**src/hdl/pbdt_pkg.sv**
```systemverilog
package pbdt_pkg;
  // data path geometry
  localparam int DATA_W      = 64;
  localparam int LANES       = 8;
  localparam int BYTE_W      = 8;
  localparam int ADDR_W      = 32;
  // tenure queue geometry
  localparam int QUEUE_DEPTH = 16;
  localparam int IDX_W       = 4;
  // beats per tenure kind
  localparam logic [2:0] BEATS_LINE   = 3'h4;
  localparam logic [2:0] BEATS_VECTOR = 3'h2;
  localparam logic [2:0] BEATS_SINGLE = 3'h1;
  // address alignment masks (low bits cleared) and the one-dword beat step
  localparam logic [ADDR_W-1:0] DWORD_MASK = 32'hFFFFFFF8;
  localparam logic [ADDR_W-1:0] QWORD_MASK = 32'hFFFFFFF0;
  localparam logic [ADDR_W-1:0] LINE_MASK  = 32'hFFFFFFE0;
  localparam logic [ADDR_W-1:0] DWORD_STEP = 32'h00000008;
  // transfer-buffer depth
  localparam int FIFO_DEPTH  = 16;
  localparam int FIFO_W      = DATA_W;
  // kinds of tenure carried by a queue entry
  typedef enum logic [1:0] {
    PBDT_LINE_MISS,   // cacheable miss, critical word first
    PBDT_LINE_OTHER,  // line-aligned burst
    PBDT_VECTOR,      // two-beat quad-aligned burst
    PBDT_SINGLE       // one beat, one to eight bytes
  } pbdt_kind_t;

  // one queue entry
  typedef struct packed {
    logic              is_write;
    pbdt_kind_t        kind;
    logic [ADDR_W-1:0] addr;
  } pbdt_entry_t;

  // odd parity for every byte lane
  function automatic logic [LANES-1:0] pbdt_odd_parity(
    input logic [DATA_W-1:0] d);
    logic [LANES-1:0] p;
    p = '0;
    for (int n = 0; n < LANES; n++) begin
      p[n] = ~(^d[n*BYTE_W +: BYTE_W]);
    end
    return p;
  endfunction

  // beat count per kind
  function automatic logic [2:0] pbdt_beats(input pbdt_kind_t k);
    logic [2:0] b;
    b = BEATS_SINGLE;
    unique case (k)
      PBDT_LINE_MISS, PBDT_LINE_OTHER: b = BEATS_LINE;
      PBDT_VECTOR:                     b = BEATS_VECTOR;
      PBDT_SINGLE:                     b = BEATS_SINGLE;
    endcase
    return b;
  endfunction
endpackage

```
**src/hdl/pbdt_bus_if.sv**
```systemverilog
interface pbdt_bus_if;
  import pbdt_pkg::*;
  logic                 address_phase_begin;       // tenure start, high
  logic                 address_phase_acknowledge; // address ack
  logic                 address_retry;             // retry in window
  logic                 data_only_hit;             // hit: data-only entry
  logic                 data_grant;                // data bus grant
  logic [IDX_W-1:0]     tenure_queue_index;        // age index
  logic                 transfer_acknowledge;      // one beat moved
  logic                 same_source;               // next tenure same driver
  logic [DATA_W-1:0]    dev_data;                  // device-driven data
  logic [LANES-1:0]     dev_parity;                // its byte_parity_lines
  logic                 dev_data_oe_n;             // low while driving
  logic [DATA_W-1:0]    sys_data;                  // system-driven data
  logic [LANES-1:0]     sys_parity;                // its byte_parity_lines
  modport device (
    input  address_phase_acknowledge, address_retry, data_grant,
           tenure_queue_index, transfer_acknowledge, same_source,
           sys_data, sys_parity,
    output address_phase_begin, data_only_hit, dev_data, dev_parity,
           dev_data_oe_n
  );
  modport system (
    output address_phase_acknowledge, address_retry, data_grant,
           tenure_queue_index, transfer_acknowledge, same_source,
           sys_data, sys_parity,
    input  address_phase_begin, data_only_hit, dev_data, dev_parity,
           dev_data_oe_n
  );
endinterface

```
**src/hdl/pbdt_fifo.sv**
```systemverilog
module pbdt_fifo #(
  parameter int WIDTH = 64,
  parameter int DEPTH = 16
) (
  input  wire logic             clock,
  input  wire logic             arst_n,
  input  wire logic             in_valid,
  output logic                  in_ready,
  input  wire logic [WIDTH-1:0] in_data,
  output logic                  out_valid,
  input  wire logic             out_ready,
  output logic      [WIDTH-1:0] out_data
);
  localparam int AW = $clog2(DEPTH);
  logic [WIDTH-1:0] mem [DEPTH];   // flip-flop storage
  logic [AW-1:0]    wr_ptr;        // write index
  logic [AW-1:0]    rd_ptr;        // read index
  logic [AW:0]      count;         // fill level
  logic             push;
  logic             pop;

  assign in_ready  = (count != (AW+1)'(DEPTH));
  assign out_valid = (count != '0);
  assign push      = in_valid && in_ready;
  assign pop       = out_valid && out_ready;
  assign out_data  = mem[rd_ptr];

  // storage write
  always_ff @(posedge clock) begin
    if (push) begin
      mem[wr_ptr] <= in_data;
    end
  end

  // pointers and level
  always_ff @(posedge clock or negedge arst_n) begin
    if (!arst_n) begin
      wr_ptr <= '0;
      rd_ptr <= '0;
      count  <= '0;
    end else begin
      if (push) begin
        wr_ptr <= wr_ptr + 1'b1;
      end
      if (pop) begin
        rd_ptr <= rd_ptr + 1'b1;
      end
      count <= count + (AW+1)'(push) - (AW+1)'(pop);
    end
  end
endmodule // pbdt_fifo

```
**src/hdl/pbdt_device.sv**
```systemverilog
module pbdt_device
  import pbdt_pkg::*;
(
  input  wire logic              clock,
  input  wire logic              arst_n,
  pbdt_bus_if.device             bus,
  input  wire logic              req_valid,        // new tenure request
  output logic                   req_ready,        // queue has room
  input  wire logic              req_data_only,    // hit-type entry
  input  wire logic              req_write,
  input  wire pbdt_kind_t        req_kind,
  input  wire logic [ADDR_W-1:0] req_addr,
  input  wire logic [IDX_W:0]    queue_depth_field, // 1..16 programmed
  input  wire logic              wr_valid,         // write beat in
  output logic                   wr_ready,
  input  wire logic [DATA_W-1:0] wr_data,
  output logic                   rd_valid,         // read beat out
  input  wire logic              rd_ready,
  output logic      [DATA_W-1:0] rd_data,
  output logic      [ADDR_W-1:0] beat_addr,        // current beat address
  input  wire logic              parity_check_enable,
  input  wire logic              machine_check_enable,
  output logic                   machine_check,    // one-cycle pulse
  output logic                   checkstop         // sticky
);
  pbdt_entry_t       queue [QUEUE_DEPTH];  // age ordered, 0 oldest
  logic [IDX_W:0]    level;                // valid entries
  logic [IDX_W-1:0]  idx_q;                // index sampled last cycle
  logic              active;               // tenure in progress
  pbdt_entry_t       cur;                  // tenure being served
  logic [2:0]        beats_left;
  logic [ADDR_W-1:0] addr_q;
  logic              retry_seen;           // retry hit newest entry
  logic              qual_grant;
  logic              push_q;
  logic              pop_q;
  logic              drop_new;
  logic              wf_valid;
  logic              wf_ready;
  logic [DATA_W-1:0] wf_data;
  logic              rf_ready;
  logic              rf_push;
  logic              last_beat;

  assign req_ready = (level < queue_depth_field)
                     && (level < (IDX_W+1)'(QUEUE_DEPTH));
  assign push_q = req_valid && req_ready;
  assign bus.address_phase_begin = push_q && !req_data_only;
  assign bus.data_only_hit       = push_q && req_data_only;
  assign drop_new = bus.address_retry && !retry_seen && (level != '0);
  assign last_beat = active && bus.transfer_acknowledge
                     && (beats_left == BEATS_SINGLE);

  always_comb begin
    qual_grant = bus.data_grant && !bus.address_retry && (level != '0);
    if (active) begin
      qual_grant = qual_grant && last_beat && bus.same_source
                   && (pbdt_beats(cur.kind) != BEATS_SINGLE);
    end
  end
  assign pop_q = qual_grant;

  always_ff @(posedge clock or negedge arst_n) begin
    if (!arst_n) begin
      idx_q <= '0;
    end else begin
      idx_q <= bus.tenure_queue_index;
    end
  end

  // retry marker for newest entry, cleared by the next append
  always_ff @(posedge clock or negedge arst_n) begin
    if (!arst_n) begin
      retry_seen <= 1'b0;
    end else if (push_q) begin
      retry_seen <= 1'b0;
    end else if (drop_new) begin
      retry_seen <= 1'b1;
    end
  end

  // queue with shift-forward removal
  always_ff @(posedge clock or negedge arst_n) begin
    if (!arst_n) begin
      level <= '0;
      for (int i = 0; i < QUEUE_DEPTH; i++) begin
        queue[i] <= '0;
      end
    end else begin
      // index is age; zero is oldest
      for (int i = 0; i < QUEUE_DEPTH - 1; i++) begin
        if (pop_q && i >= int'(idx_q)) begin
          queue[i] <= queue[i+1];
        end
      end
      if (push_q) begin
        queue[int'(level) - int'(pop_q)].is_write <= req_write;
        queue[int'(level) - int'(pop_q)].kind     <= req_kind;
        queue[int'(level) - int'(pop_q)].addr     <= req_addr;
      end
      level <= level + (IDX_W+1)'(push_q) - (IDX_W+1)'(pop_q)
               - (IDX_W+1)'(drop_new && !pop_q);
    end
  end

  function automatic logic [ADDR_W-1:0] start_addr(input pbdt_entry_t e);
    logic [ADDR_W-1:0] a;
    a = e.addr;
    unique case (e.kind)
      PBDT_LINE_MISS:  a = e.addr & DWORD_MASK;
      PBDT_LINE_OTHER: a = e.addr & LINE_MASK;
      PBDT_VECTOR:     a = e.addr & QWORD_MASK;
      PBDT_SINGLE:     a = e.addr;
    endcase
    return a;
  endfunction

  // tenure starts the cycle after grant
  always_ff @(posedge clock or negedge arst_n) begin
    if (!arst_n) begin
      active     <= 1'b0;
      cur        <= '0;
      beats_left <= '0;
      addr_q     <= '0;
    end else if (qual_grant) begin
      active     <= 1'b1;
      cur        <= queue[idx_q];
      beats_left <= pbdt_beats(queue[idx_q].kind);
      addr_q     <= start_addr(queue[idx_q]);
    end else if (active && bus.transfer_acknowledge) begin
      beats_left <= beats_left - 3'h1;
      // wrap inside the line for critical-word-first order
      addr_q <= (addr_q & LINE_MASK) | ((addr_q + DWORD_STEP) & ~LINE_MASK);
      if (beats_left == BEATS_SINGLE) begin
        active <= 1'b0;
      end
    end
  end
  assign beat_addr = addr_q;

  // write data buffer
  pbdt_fifo #(.WIDTH(FIFO_W), .DEPTH(FIFO_DEPTH)) u_wr_fifo (
    .clock     (clock),
    .arst_n    (arst_n),
    .in_valid  (wr_valid),
    .in_ready  (wr_ready),
    .in_data   (wr_data),
    .out_valid (wf_valid),
    .out_ready (wf_ready),
    .out_data  (wf_data)
  );
  assign wf_ready = active && cur.is_write && bus.transfer_acknowledge;

  // drive 64-bit data with odd parity
  assign bus.dev_data      = wf_data;
  assign bus.dev_parity    = pbdt_odd_parity(wf_data);
  assign bus.dev_data_oe_n = !(active && cur.is_write && wf_valid);

  // read data buffer; rf_ready is unused, so grants are not held back and a beat arriving while full is dropped
  assign rf_push = active && !cur.is_write && bus.transfer_acknowledge;
  pbdt_fifo #(.WIDTH(FIFO_W), .DEPTH(FIFO_DEPTH)) u_rd_fifo (
    .clock     (clock),
    .arst_n    (arst_n),
    .in_valid  (rf_push),
    .in_ready  (rf_ready),
    .in_data   (bus.sys_data),
    .out_valid (rd_valid),
    .out_ready (rd_ready),
    .out_data  (rd_data)
  );

  always_ff @(posedge clock or negedge arst_n) begin
    if (!arst_n) begin
      machine_check <= 1'b0;
      checkstop     <= 1'b0;
    end else begin
      machine_check <= 1'b0;
      if (rf_push && parity_check_enable &&
          (pbdt_odd_parity(bus.sys_data) != bus.sys_parity)) begin
        if (machine_check_enable) begin
          machine_check <= 1'b1;
        end else begin
          checkstop <= 1'b1;
        end
      end
    end
  end
endmodule // pbdt_device

```
**src/flat_wrapper.sv**
```systemverilog
// flat-port wrapper written by rule: the top's interface ports become plain ports
module pbdt_device_flat import pbdt_pkg::*;
  (clock, arst_n, req_valid, req_ready, req_data_only, req_write, req_kind, req_addr, queue_depth_field, wr_valid, wr_ready, wr_data, rd_valid, rd_ready, rd_data, beat_addr, parity_check_enable, machine_check_enable, machine_check, checkstop, bus_address_phase_acknowledge, bus_address_retry, bus_data_grant, bus_tenure_queue_index, bus_transfer_acknowledge, bus_same_source, bus_sys_data, bus_sys_parity, bus_address_phase_begin, bus_data_only_hit, bus_dev_data, bus_dev_parity, bus_dev_data_oe_n);
  pbdt_bus_if bus_i ();
  input  wire logic clock;
  input  wire logic arst_n;
  input  wire logic req_valid;
  output logic req_ready;
  input  wire logic req_data_only;
  input  wire logic req_write;
  input  wire pbdt_kind_t req_kind;
  input  wire logic [ADDR_W-1:0] req_addr;
  input  wire logic [IDX_W:0] queue_depth_field;
  input  wire logic wr_valid;
  output logic wr_ready;
  input  wire logic [DATA_W-1:0] wr_data;
  output logic rd_valid;
  input  wire logic rd_ready;
  output logic      [DATA_W-1:0] rd_data;
  output logic      [ADDR_W-1:0] beat_addr;
  input  wire logic parity_check_enable;
  input  wire logic machine_check_enable;
  output logic machine_check;
  output logic checkstop;
  input wire logic [$bits(bus_i.address_phase_acknowledge)-1:0] bus_address_phase_acknowledge;
  input wire logic [$bits(bus_i.address_retry)-1:0] bus_address_retry;
  input wire logic [$bits(bus_i.data_grant)-1:0] bus_data_grant;
  input wire logic [$bits(bus_i.tenure_queue_index)-1:0] bus_tenure_queue_index;
  input wire logic [$bits(bus_i.transfer_acknowledge)-1:0] bus_transfer_acknowledge;
  input wire logic [$bits(bus_i.same_source)-1:0] bus_same_source;
  input wire logic [$bits(bus_i.sys_data)-1:0] bus_sys_data;
  input wire logic [$bits(bus_i.sys_parity)-1:0] bus_sys_parity;
  output wire logic [$bits(bus_i.address_phase_begin)-1:0] bus_address_phase_begin;
  output wire logic [$bits(bus_i.data_only_hit)-1:0] bus_data_only_hit;
  output wire logic [$bits(bus_i.dev_data)-1:0] bus_dev_data;
  output wire logic [$bits(bus_i.dev_parity)-1:0] bus_dev_parity;
  output wire logic [$bits(bus_i.dev_data_oe_n)-1:0] bus_dev_data_oe_n;
  assign bus_i.address_phase_acknowledge = bus_address_phase_acknowledge;
  assign bus_i.address_retry = bus_address_retry;
  assign bus_i.data_grant = bus_data_grant;
  assign bus_i.tenure_queue_index = bus_tenure_queue_index;
  assign bus_i.transfer_acknowledge = bus_transfer_acknowledge;
  assign bus_i.same_source = bus_same_source;
  assign bus_i.sys_data = bus_sys_data;
  assign bus_i.sys_parity = bus_sys_parity;
  assign bus_address_phase_begin = bus_i.address_phase_begin;
  assign bus_data_only_hit = bus_i.data_only_hit;
  assign bus_dev_data = bus_i.dev_data;
  assign bus_dev_parity = bus_i.dev_parity;
  assign bus_dev_data_oe_n = bus_i.dev_data_oe_n;
  pbdt_device u_core (.clock(clock), .arst_n(arst_n), .bus(bus_i), .req_valid(req_valid), .req_ready(req_ready), .req_data_only(req_data_only), .req_write(req_write), .req_kind(req_kind), .req_addr(req_addr), .queue_depth_field(queue_depth_field), .wr_valid(wr_valid), .wr_ready(wr_ready), .wr_data(wr_data), .rd_valid(rd_valid), .rd_ready(rd_ready), .rd_data(rd_data), .beat_addr(beat_addr), .parity_check_enable(parity_check_enable), .machine_check_enable(machine_check_enable), .machine_check(machine_check), .checkstop(checkstop));
endmodule
```
**config.mk**
```make
export PLATFORM = sky130hd
export DESIGN_NAME = pbdt_device_flat
export DESIGN_NICKNAME = d
export VERILOG_FILES = /design/src/hdl/pbdt_pkg.sv /design/src/hdl/pbdt_bus_if.sv /design/src/hdl/pbdt_fifo.sv /design/src/hdl/pbdt_device.sv /design/src/flat_wrapper.sv
export SDC_FILE = /design/constraint.sdc
export NUM_CORES = 2
export LEC_CHECK = 0
export BUFFER_PORTS_ARGS = -buffer_cell sky130_fd_sc_hd__clkbuf_2
export CAP_MARGIN = 20
export CORE_UTILIZATION = 56
export DETAILED_ROUTE_END_ITERATION = 16
export HOLD_SLACK_MARGIN = 0.03
export PLACE_DENSITY = 0.81
export SLEW_MARGIN = 0
export SYNTH_ARGS = -nofsm -noshare
export SYNTH_HDL_FRONTEND = slang
export SYNTH_SLANG_ARGS = --single-unit
```
**constraint.sdc**
```tcl
create_clock -name clock -period 5.83 [get_ports clock]
set_clock_uncertainty 0.05 [all_clocks]
set_input_delay 0.583 -clock clock [delete_from_list [all_inputs] [get_ports clock]]
set_output_delay 0.583 -clock clock [all_outputs]
set_load 0.02 [all_outputs]
```
* Word level (Yosys, flattened, before mapping)
Memory sizes are Yosys's and may differ from the RTL's.
Index checks and enable logic that the tools add are counted.
** Cells by class
- Add/subtract/negate cells :: 14
- Eq/ne operators :: 11
- Bitwise logic cells :: 20
- $lt $le $gt $ge :: 20
- Mux-type cells :: 48
- Reduce and logical (&&, ||, !) cells :: 75
** Operators with widths (count)
- bitwise mux 560 bit :: 3
- two-way mux 35 bit :: 18
- two-way mux 560 bit :: 1
- demux 35 bit (select 4 bit) :: 3
- binary-select mux 35 bit (select 4 bit) :: 1
- one-hot mux 32 bit (4 select lines) :: 1
- XOR reduction 8 bit :: 16
- two-way mux 32 bit :: 3
- logical AND 1 bit :: 41
- two-way mux 34 bit :: 1
- greater-or-equal comparator 32 x 5 -> 1 bit (second input constant) :: 1
- < comparator 32 x 1 -> 1 bit (second input constant) :: 1
- NOT 32 bit :: 1
- bitwise OR 32 x 5 -> 32 bit :: 1
- greater-or-equal comparator 4 bit (first input constant) :: 7
- subtractor 5 x 1 -> 5 bit :: 4
- one-hot mux 3 bit (3 select lines) :: 2
- NOT 1 bit :: 17
- adder 4 x 1 -> 4 bit (second input constant) :: 4
- greater-or-equal comparator 3 x 4 -> 1 bit (first input constant) :: 4
- adder 5 x 1 -> 5 bit :: 3
- nonzero test 5 bit :: 3
- two-way mux 1 bit :: 12
- inequality test 5 bit (second input constant) :: 2
- 20 further kinds :: 38
** Word-level totals
- Register bits after elaboration :: 637
- Output and inout bits :: 176
- Memories :: 2
- Input port bits :: 193
- Bits in writable memories :: 2048
- Word-level logic and storage cells :: 254
** Memories
- u_core.u_rd_fifo.mem :: depth 16, width 64, read ports 1, clocked after Yosys merged registers in 0, wr ports 1, RTL line pbdt_fifo.sv:15 : logic [WIDTH-1:0] mem [DEPTH];
- u_core.u_wr_fifo.mem :: depth 16, width 64, read ports 1, clocked after Yosys merged registers in 0, wr ports 1, RTL line pbdt_fifo.sv:15

* Logic depth before layout (Yosys ltp)
- Depth in word-level cells :: 17
- Mapped depth :: 17
- Depth with buffers taken out :: 16

* By module
From an unflattened synthesis, not the netlist that was laid out.
** Second synthesis, totals
- Cells, all modules :: 6413
- Area, all modules :: 116480.5 µm²
** By module, submodules not included
- pbdt_fifo :: area each 39852.0 µm², cells each 1923, instances 2, seq. area each 31074.8 µm²
- pbdt_device :: area each 36776.5 µm², cells each 2567, instances 1, seq. area each 15289.7 µm²

* Worst setup path before layout
No wires, ideal clock.
- Path kind :: flip-flop to flip-flop
- Start point :: register u_core.u_wr_fifo.count[2]
- End point :: memory u_core.u_wr_fifo.mem[3][0] (enable)
- Arrival :: 5.719 ns
- Buffers on the path :: 1
- Path slack :: -0.503 ns
- Required time :: 5.215 ns
- Cell stages (with the launch flop) :: 8
- Library setup time :: 0.565 ns
- Clock period less this slack :: 6.333 ns
- Cell sequence :: dfrtp_1 > inv_1 > ha_1 > nand3_1 > and2_1 > clkbuf_1 > nand2_1 > nor3_1
** On the way
- Word-level cells in the longest chain between the ends :: 4
** RTL lines
- start, declared :: RTL line pbdt_fifo.sv:18 : logic [AW:0] count;
- start signal, assigned :: RTL line pbdt_fifo.sv:48 : count <= count + (AW+1)'(push) - (AW+1)'(pop);
- inequality test 5 bit :: RTL line pbdt_fifo.sv:22 : assign in_ready = (count != (AW+1)'(DEPTH));
- via wr_ready :: RTL line flat_wrapper.sv:15 : output logic wr_ready;
- logical AND 1 bit :: RTL line pbdt_fifo.sv:24 : assign push = in_valid && in_ready;
- two-way mux 1 bit :: RTL line pbdt_fifo.sv:30 : if (push) begin
- two-way mux 1 bit (not written as such) :: RTL line pbdt_fifo.sv:31 : mem[wr_ptr] <= in_data;
- end, declared :: RTL line pbdt_fifo.sv:15
The timed path passes the listed nets, and every way through them passes these cells.

* Worst setup path after layout
- Start point :: register u_core.u_wr_fifo.rd_ptr[1]
- End point :: output port bus_dev_parity[3]
** On the way
- Word-level cells in the longest chain between the ends :: 3
** RTL lines
- start, declared :: RTL line pbdt_fifo.sv:17 : logic [AW-1:0] rd_ptr;
- start signal, assigned :: RTL line pbdt_fifo.sv:46 : rd_ptr <= rd_ptr + 1'b1;
- memory read (16 x 64 bit)
- XOR reduction 8 bit :: RTL line pbdt_pkg.sv:43 : p[n] = ~(^d[n*BYTE_W +: BYTE_W]);
- NOT 1 bit :: RTL line pbdt_pkg.sv:43
- end, declared :: RTL line flat_wrapper.sv:36 : output wire logic [$bits(bus_i.dev_parity)-1:0] bus_dev_parity;
Every way passes these cells.

==> impl_results.rst <==
.. list-table::
   :header-rows: 1

   * - Metric
     - Value
   * - # resized after CTS
     - 0
   * - Final critical delay including setup and external delays
     - approximately 5.6 ns
   * - Total track usage
     - between 20 and 30%
   * - Final core occ
     - 64.3%
   * - Clock root buffer
     - clkbuf_16
   * - Die Footprint
     - approximately 200000 um^2
   * - Sum of negative setup slack
     - 0 ns
   * - Detailed-router iteration count before antenna repair
     - 6
   * - Share of layout cells above drive strength 1
     - between 40% and 50%
   * - Endpoint with the worst hold slack
     - u_core.queue[216]$_DFF_PN0_
   * - Routability congestion estimate from global placement
     - ~0.80
   * - Number of buffers on the longest clock path
     - 4
   * - CTS buffer count
     - 289
   * - Maximum fanout encountered on the critical timing path
     - 55
   * - Detailed-route DRC error count
     - 0
   * - Mapped Avg Cell Area
     - just under 20 um^2
   * - Routed wire length
     - 306 mm
   * - Setup WS post-layout
     - ~0.23 ns
   * - Beginning of the worst register-to-register path
     - u_core.level[2]$_DFF_PN0_
   * - Most used flip-flop cell after synthesis
     - edfxtp_1
   * - Hold Crit Class
     - primary input to flop
   * - Number of flops mapped to enable cells by yosys
     - roughly 2.0k
   * - Final net count
     - about 6.6k
   * - Signal arrival time at the worst endpoint
     - about 5 ns
   * - Clock tree from TritonCTS
     - yes
   * - Clock insertion delay at the later pin of the skew report
     - roughly 0.96 ns
   * - Synth warn
     - 0
   * - Antenna-violating nets left
     - 0
   * - Reg2Reg Capture Point
     - u_core.queue[29]$_DFFE_PN0P_
   * - Total clock sinks
     - about 2.7k
   * - Max Transition Viols Final
     - 0
   * - Startpoint kind of the worst setup timing path
     - flop
   * - IO Pins
     - roughly 370
   * - Classification of the worst setup path
     - flop to output port
   * - Leading cell type in the layout, fill and taps excluded
     - edfxtp_1
   * - DIE WIDTH
     - 453 um
   * - Portion of the clock cycle consumed by the worst path in the final layout
     - between 90 and 100%
   * - Synthesis-stage register bit count
     - ~2.7k
   * - Min-Delay Path Depth
     - 2
   * - Top cells by area in the synthesized netlist
     - edfxtp_1 (54%), dfrtp_1 (14%), mux4_2 (13%)
   * - Number of DRC violations after detailed-routing iteration 0
     - slightly above 7k
   * - Detailed-placement wirelength estimate
     - about 160 mm
   * - Syn Nets
     - 5968
   * - Number of setup violations in the final report
     - 0
   * - Slack of the worst reg-to-reg path
     - 0.67 ns
   * - Lkg Pwr
     - roughly 48 nW
   * - Pwr per Cell Area
     - around 500 nW/um^2
   * - H-tree depth
     - 5
   * - Layout overhead on the synthesized area
     - 14.1%
   * - Total vias in the final route
     - ~61k
   * - Global route total overflow
     - 0
   * - Share of flip-flops with an asynchronous set or reset
     - approximately a quarter
   * - Number of global-route vias before repair
     - around 64k
   * - Instance count of the mapped netlist
     - 5733
   * - Part of the Yosys area used for sequential elements
     - approximately two thirds
   * - Top library cells by usage in the layout, fill and taps aside
     - edfxtp_1 (2048), mux2_2 (968), mux4_2 (657), dfrtp_1 (625), clkbuf_2 (366)
   * - Unrepaired setup endpoints after global routing
     - false
   * - Count of cells along the worst register-to-register path
     - 15
   * - Standard-cell row count
     - approximately 170
   * - Port bufs
     - about 370
   * - Max VDD drop
     - between 900 and 1000 uV
   * - Cell taking the most area after synthesis
     - edfxtp_1
   * - Slew at the pin closest to its max-slew limit
     - between 1 and 1.5 ns
   * - Mapped cell area
     - ~110000 um^2
   * - Max-cap check violation count
     - 0
   * - Highest clock frequency the design can meet
     - approximately 180 MHz
   * - Netlist cell types
     - 69
   * - Number of endpoints with negative hold slack in the final report
     - 0
   * - Global-route wire length before repair
     - about 440 mm
   * - Die Y
     - between 400 and 500 um
   * - Clock transition at the register clock pins on the worst setup and hold paths after CTS
     - ~0.06 ns
   * - Via density per instance
     - roughly 6.7
   * - Initial standard-cell utilization of the core
     - between 50% and 60%
   * - Total core area
     - roughly 200000 um^2
   * - Status
     - completed
   * - Worst max-slew margin expressed relative to the limit
     - approximately 25%
   * - Required time at the endpoint of the critical path
     - approximately 5.2 ns
   * - Average wire per cell in the routed design
     - ~33 um
   * - Worst Setup End Kind
     - output port
   * - Number of antenna violations at the first check in global routing
     - 30
   * - Worst min-delay path startpoint
     - req_addr[6]
   * - Area share of the leading cell type in the synthesized netlist
     - between 50 and 60%
   * - Largest net degree at the start of global routing
     - between 150 and 200
   * - Worst setup slack after placement
     - roughly 0.8 ns
## power by group
group,switching [mW],internal (mW)
combinational,11.2,9.61
sequential,2.12,23.6
clock,7.49,10.4
total,20.9,43.6
## metal layers
| metal | global-route usage, % | wire length (um) | up-vias |
|---|---|---|---|
| met5 | 0 | 65 | - |
| met2 | 49.5 | 154000 | 3903 |
| met4 | 15.8 | 16200 | 8 |
| met3 | 5.70 | 26800 | 858 |
| li1 | - | - | 24500 |
| met1 | 37.6 | 109000 | 32200 |
## state kept, by name, summed over array words and instances (netlist names)
name                     count
u_core.active                1
u_core.u_wr_fifo.count       5
u_core.u_wr_fifo.wr_ptr      4
u_core.queue               560
u_core.u_wr_fifo.rd_ptr      4
u_core.machine_check         1
u_core.cur                   3
u_core.u_rd_fifo.rd_ptr      4
u_core.level                 5
u_core.u_rd_fifo.mem      1024
u_core.beat_addr            32
u_core.retry_seen            1
u_core.u_rd_fifo.wr_ptr      4
u_core.u_rd_fifo.count       5
u_core.idx_q                 4
u_core.u_wr_fifo.mem      1024
u_core.checkstop             1
u_core.beats_left            3
## critical path, stage by stage, from the launching register on
cell,delay [ns]
dfrtp_4,1.01
buf_4,0.48
mux4_2,0.36
mux4_2,0.52
xnor2_1,0.25
xnor2_1,0.73
xnor3_1,0.39
clkbuf_2,0.19
## how the worst max path moves through the flow
stage,endpoint,cells past startpoint,startpoint,slack [ns]
after floorplan,u_core.u_wr_fifo.mem[15][0]$_DFFE_PP_,7,u_core.u_wr_fifo.count[2]$_DFF_PN0_,1.21
after global placement,u_core.queue[4]$_DFFE_PN0P_,15,u_core.level[2]$_DFF_PN0_,0.95
after detailed placement,u_core.queue[29]$_DFFE_PN0P_,15,u_core.level[2]$_DFF_PN0_,0.80
after CTS,bus_dev_parity[3],7,u_core.u_wr_fifo.rd_ptr[1]$_DFFE_PN0P_,0.27
after global routing,bus_dev_parity[3],9,u_core.u_wr_fifo.rd_ptr[0]$_DFFE_PN0P_,0.26
final,bus_dev_parity[3],7,u_core.u_wr_fifo.rd_ptr[1]$_DFFE_PN0P_,0.23
## cells in the mapped netlist, drive strengths merged, types with 6 or more instances
cell       n
xnor3     14
nand3      9
clkbuf   190
nor2      46
nand2     79
nand2b     8
ha        39
o22ai     30
a221o     42
mux2    1117
edfxtp  2048
nor2b      8
xnor2     84
o21ai     82
inv       52
xor2      33
a21oi     29
buf      171
mux4     657
a22oi     19
a21o       7
nor3      24
and2      20
dfrtp    637
mux2i    188
o211ai     6
a221oi    52
## metrics by stage
stage | power [mW] | hold slack [ns] | cell area (um^2) | instances
after detailed placement | 46.2 | 0.413 | 119000 | 8570
after global placement | 45.5 | 0.394 | 119000 | 8570
after floorplan | 39.6 | 0.237 | 114000 | 5733
final | 64.5 | 0.0845 | 130000 | 9221
after global routing | 66.6 | 0.0660 | 130000 | 9215
after CTS | 64.4 | 0.0308 | 130000 | 9193
## cell type report
type                       count  area (um^2)
antenna                       26         65.1
clock buffer                 368         7760
clock inverter               124         1270
fill                       12900        72200
inverter                      52          198
multi-input combinational   2635        34800
sequential                  2685        77500
tap                         2672         3340
timing repair buffer         659         4840
## cell families (layout without fill, tap and decap cells)
family / after synthesis / count (layout) / share of synthesized area, %
DFF: 2685 / 2685 / 68.1
muxes: 1962 / 1962 / 25.7
buffers and inverters: 413 / 1203 / 1.69
AOI/OAI and AO/OA: 284 / 284 / 1.94
and+or+nand+nor: 216 / 216 / 0.921
xor gates and xnor gates: 131 / 131 / 1.18
adders and majority gates: 42 / 42 / 0.482
other: 0 / 26 / 0
## repair_timing
action | in CTS | in global routing
hold buffers | 131 | 0
buffers inserted | 0 | 0
hold endpoints to repair | 1798 | 0
Power figures use the tool's default switching activity.
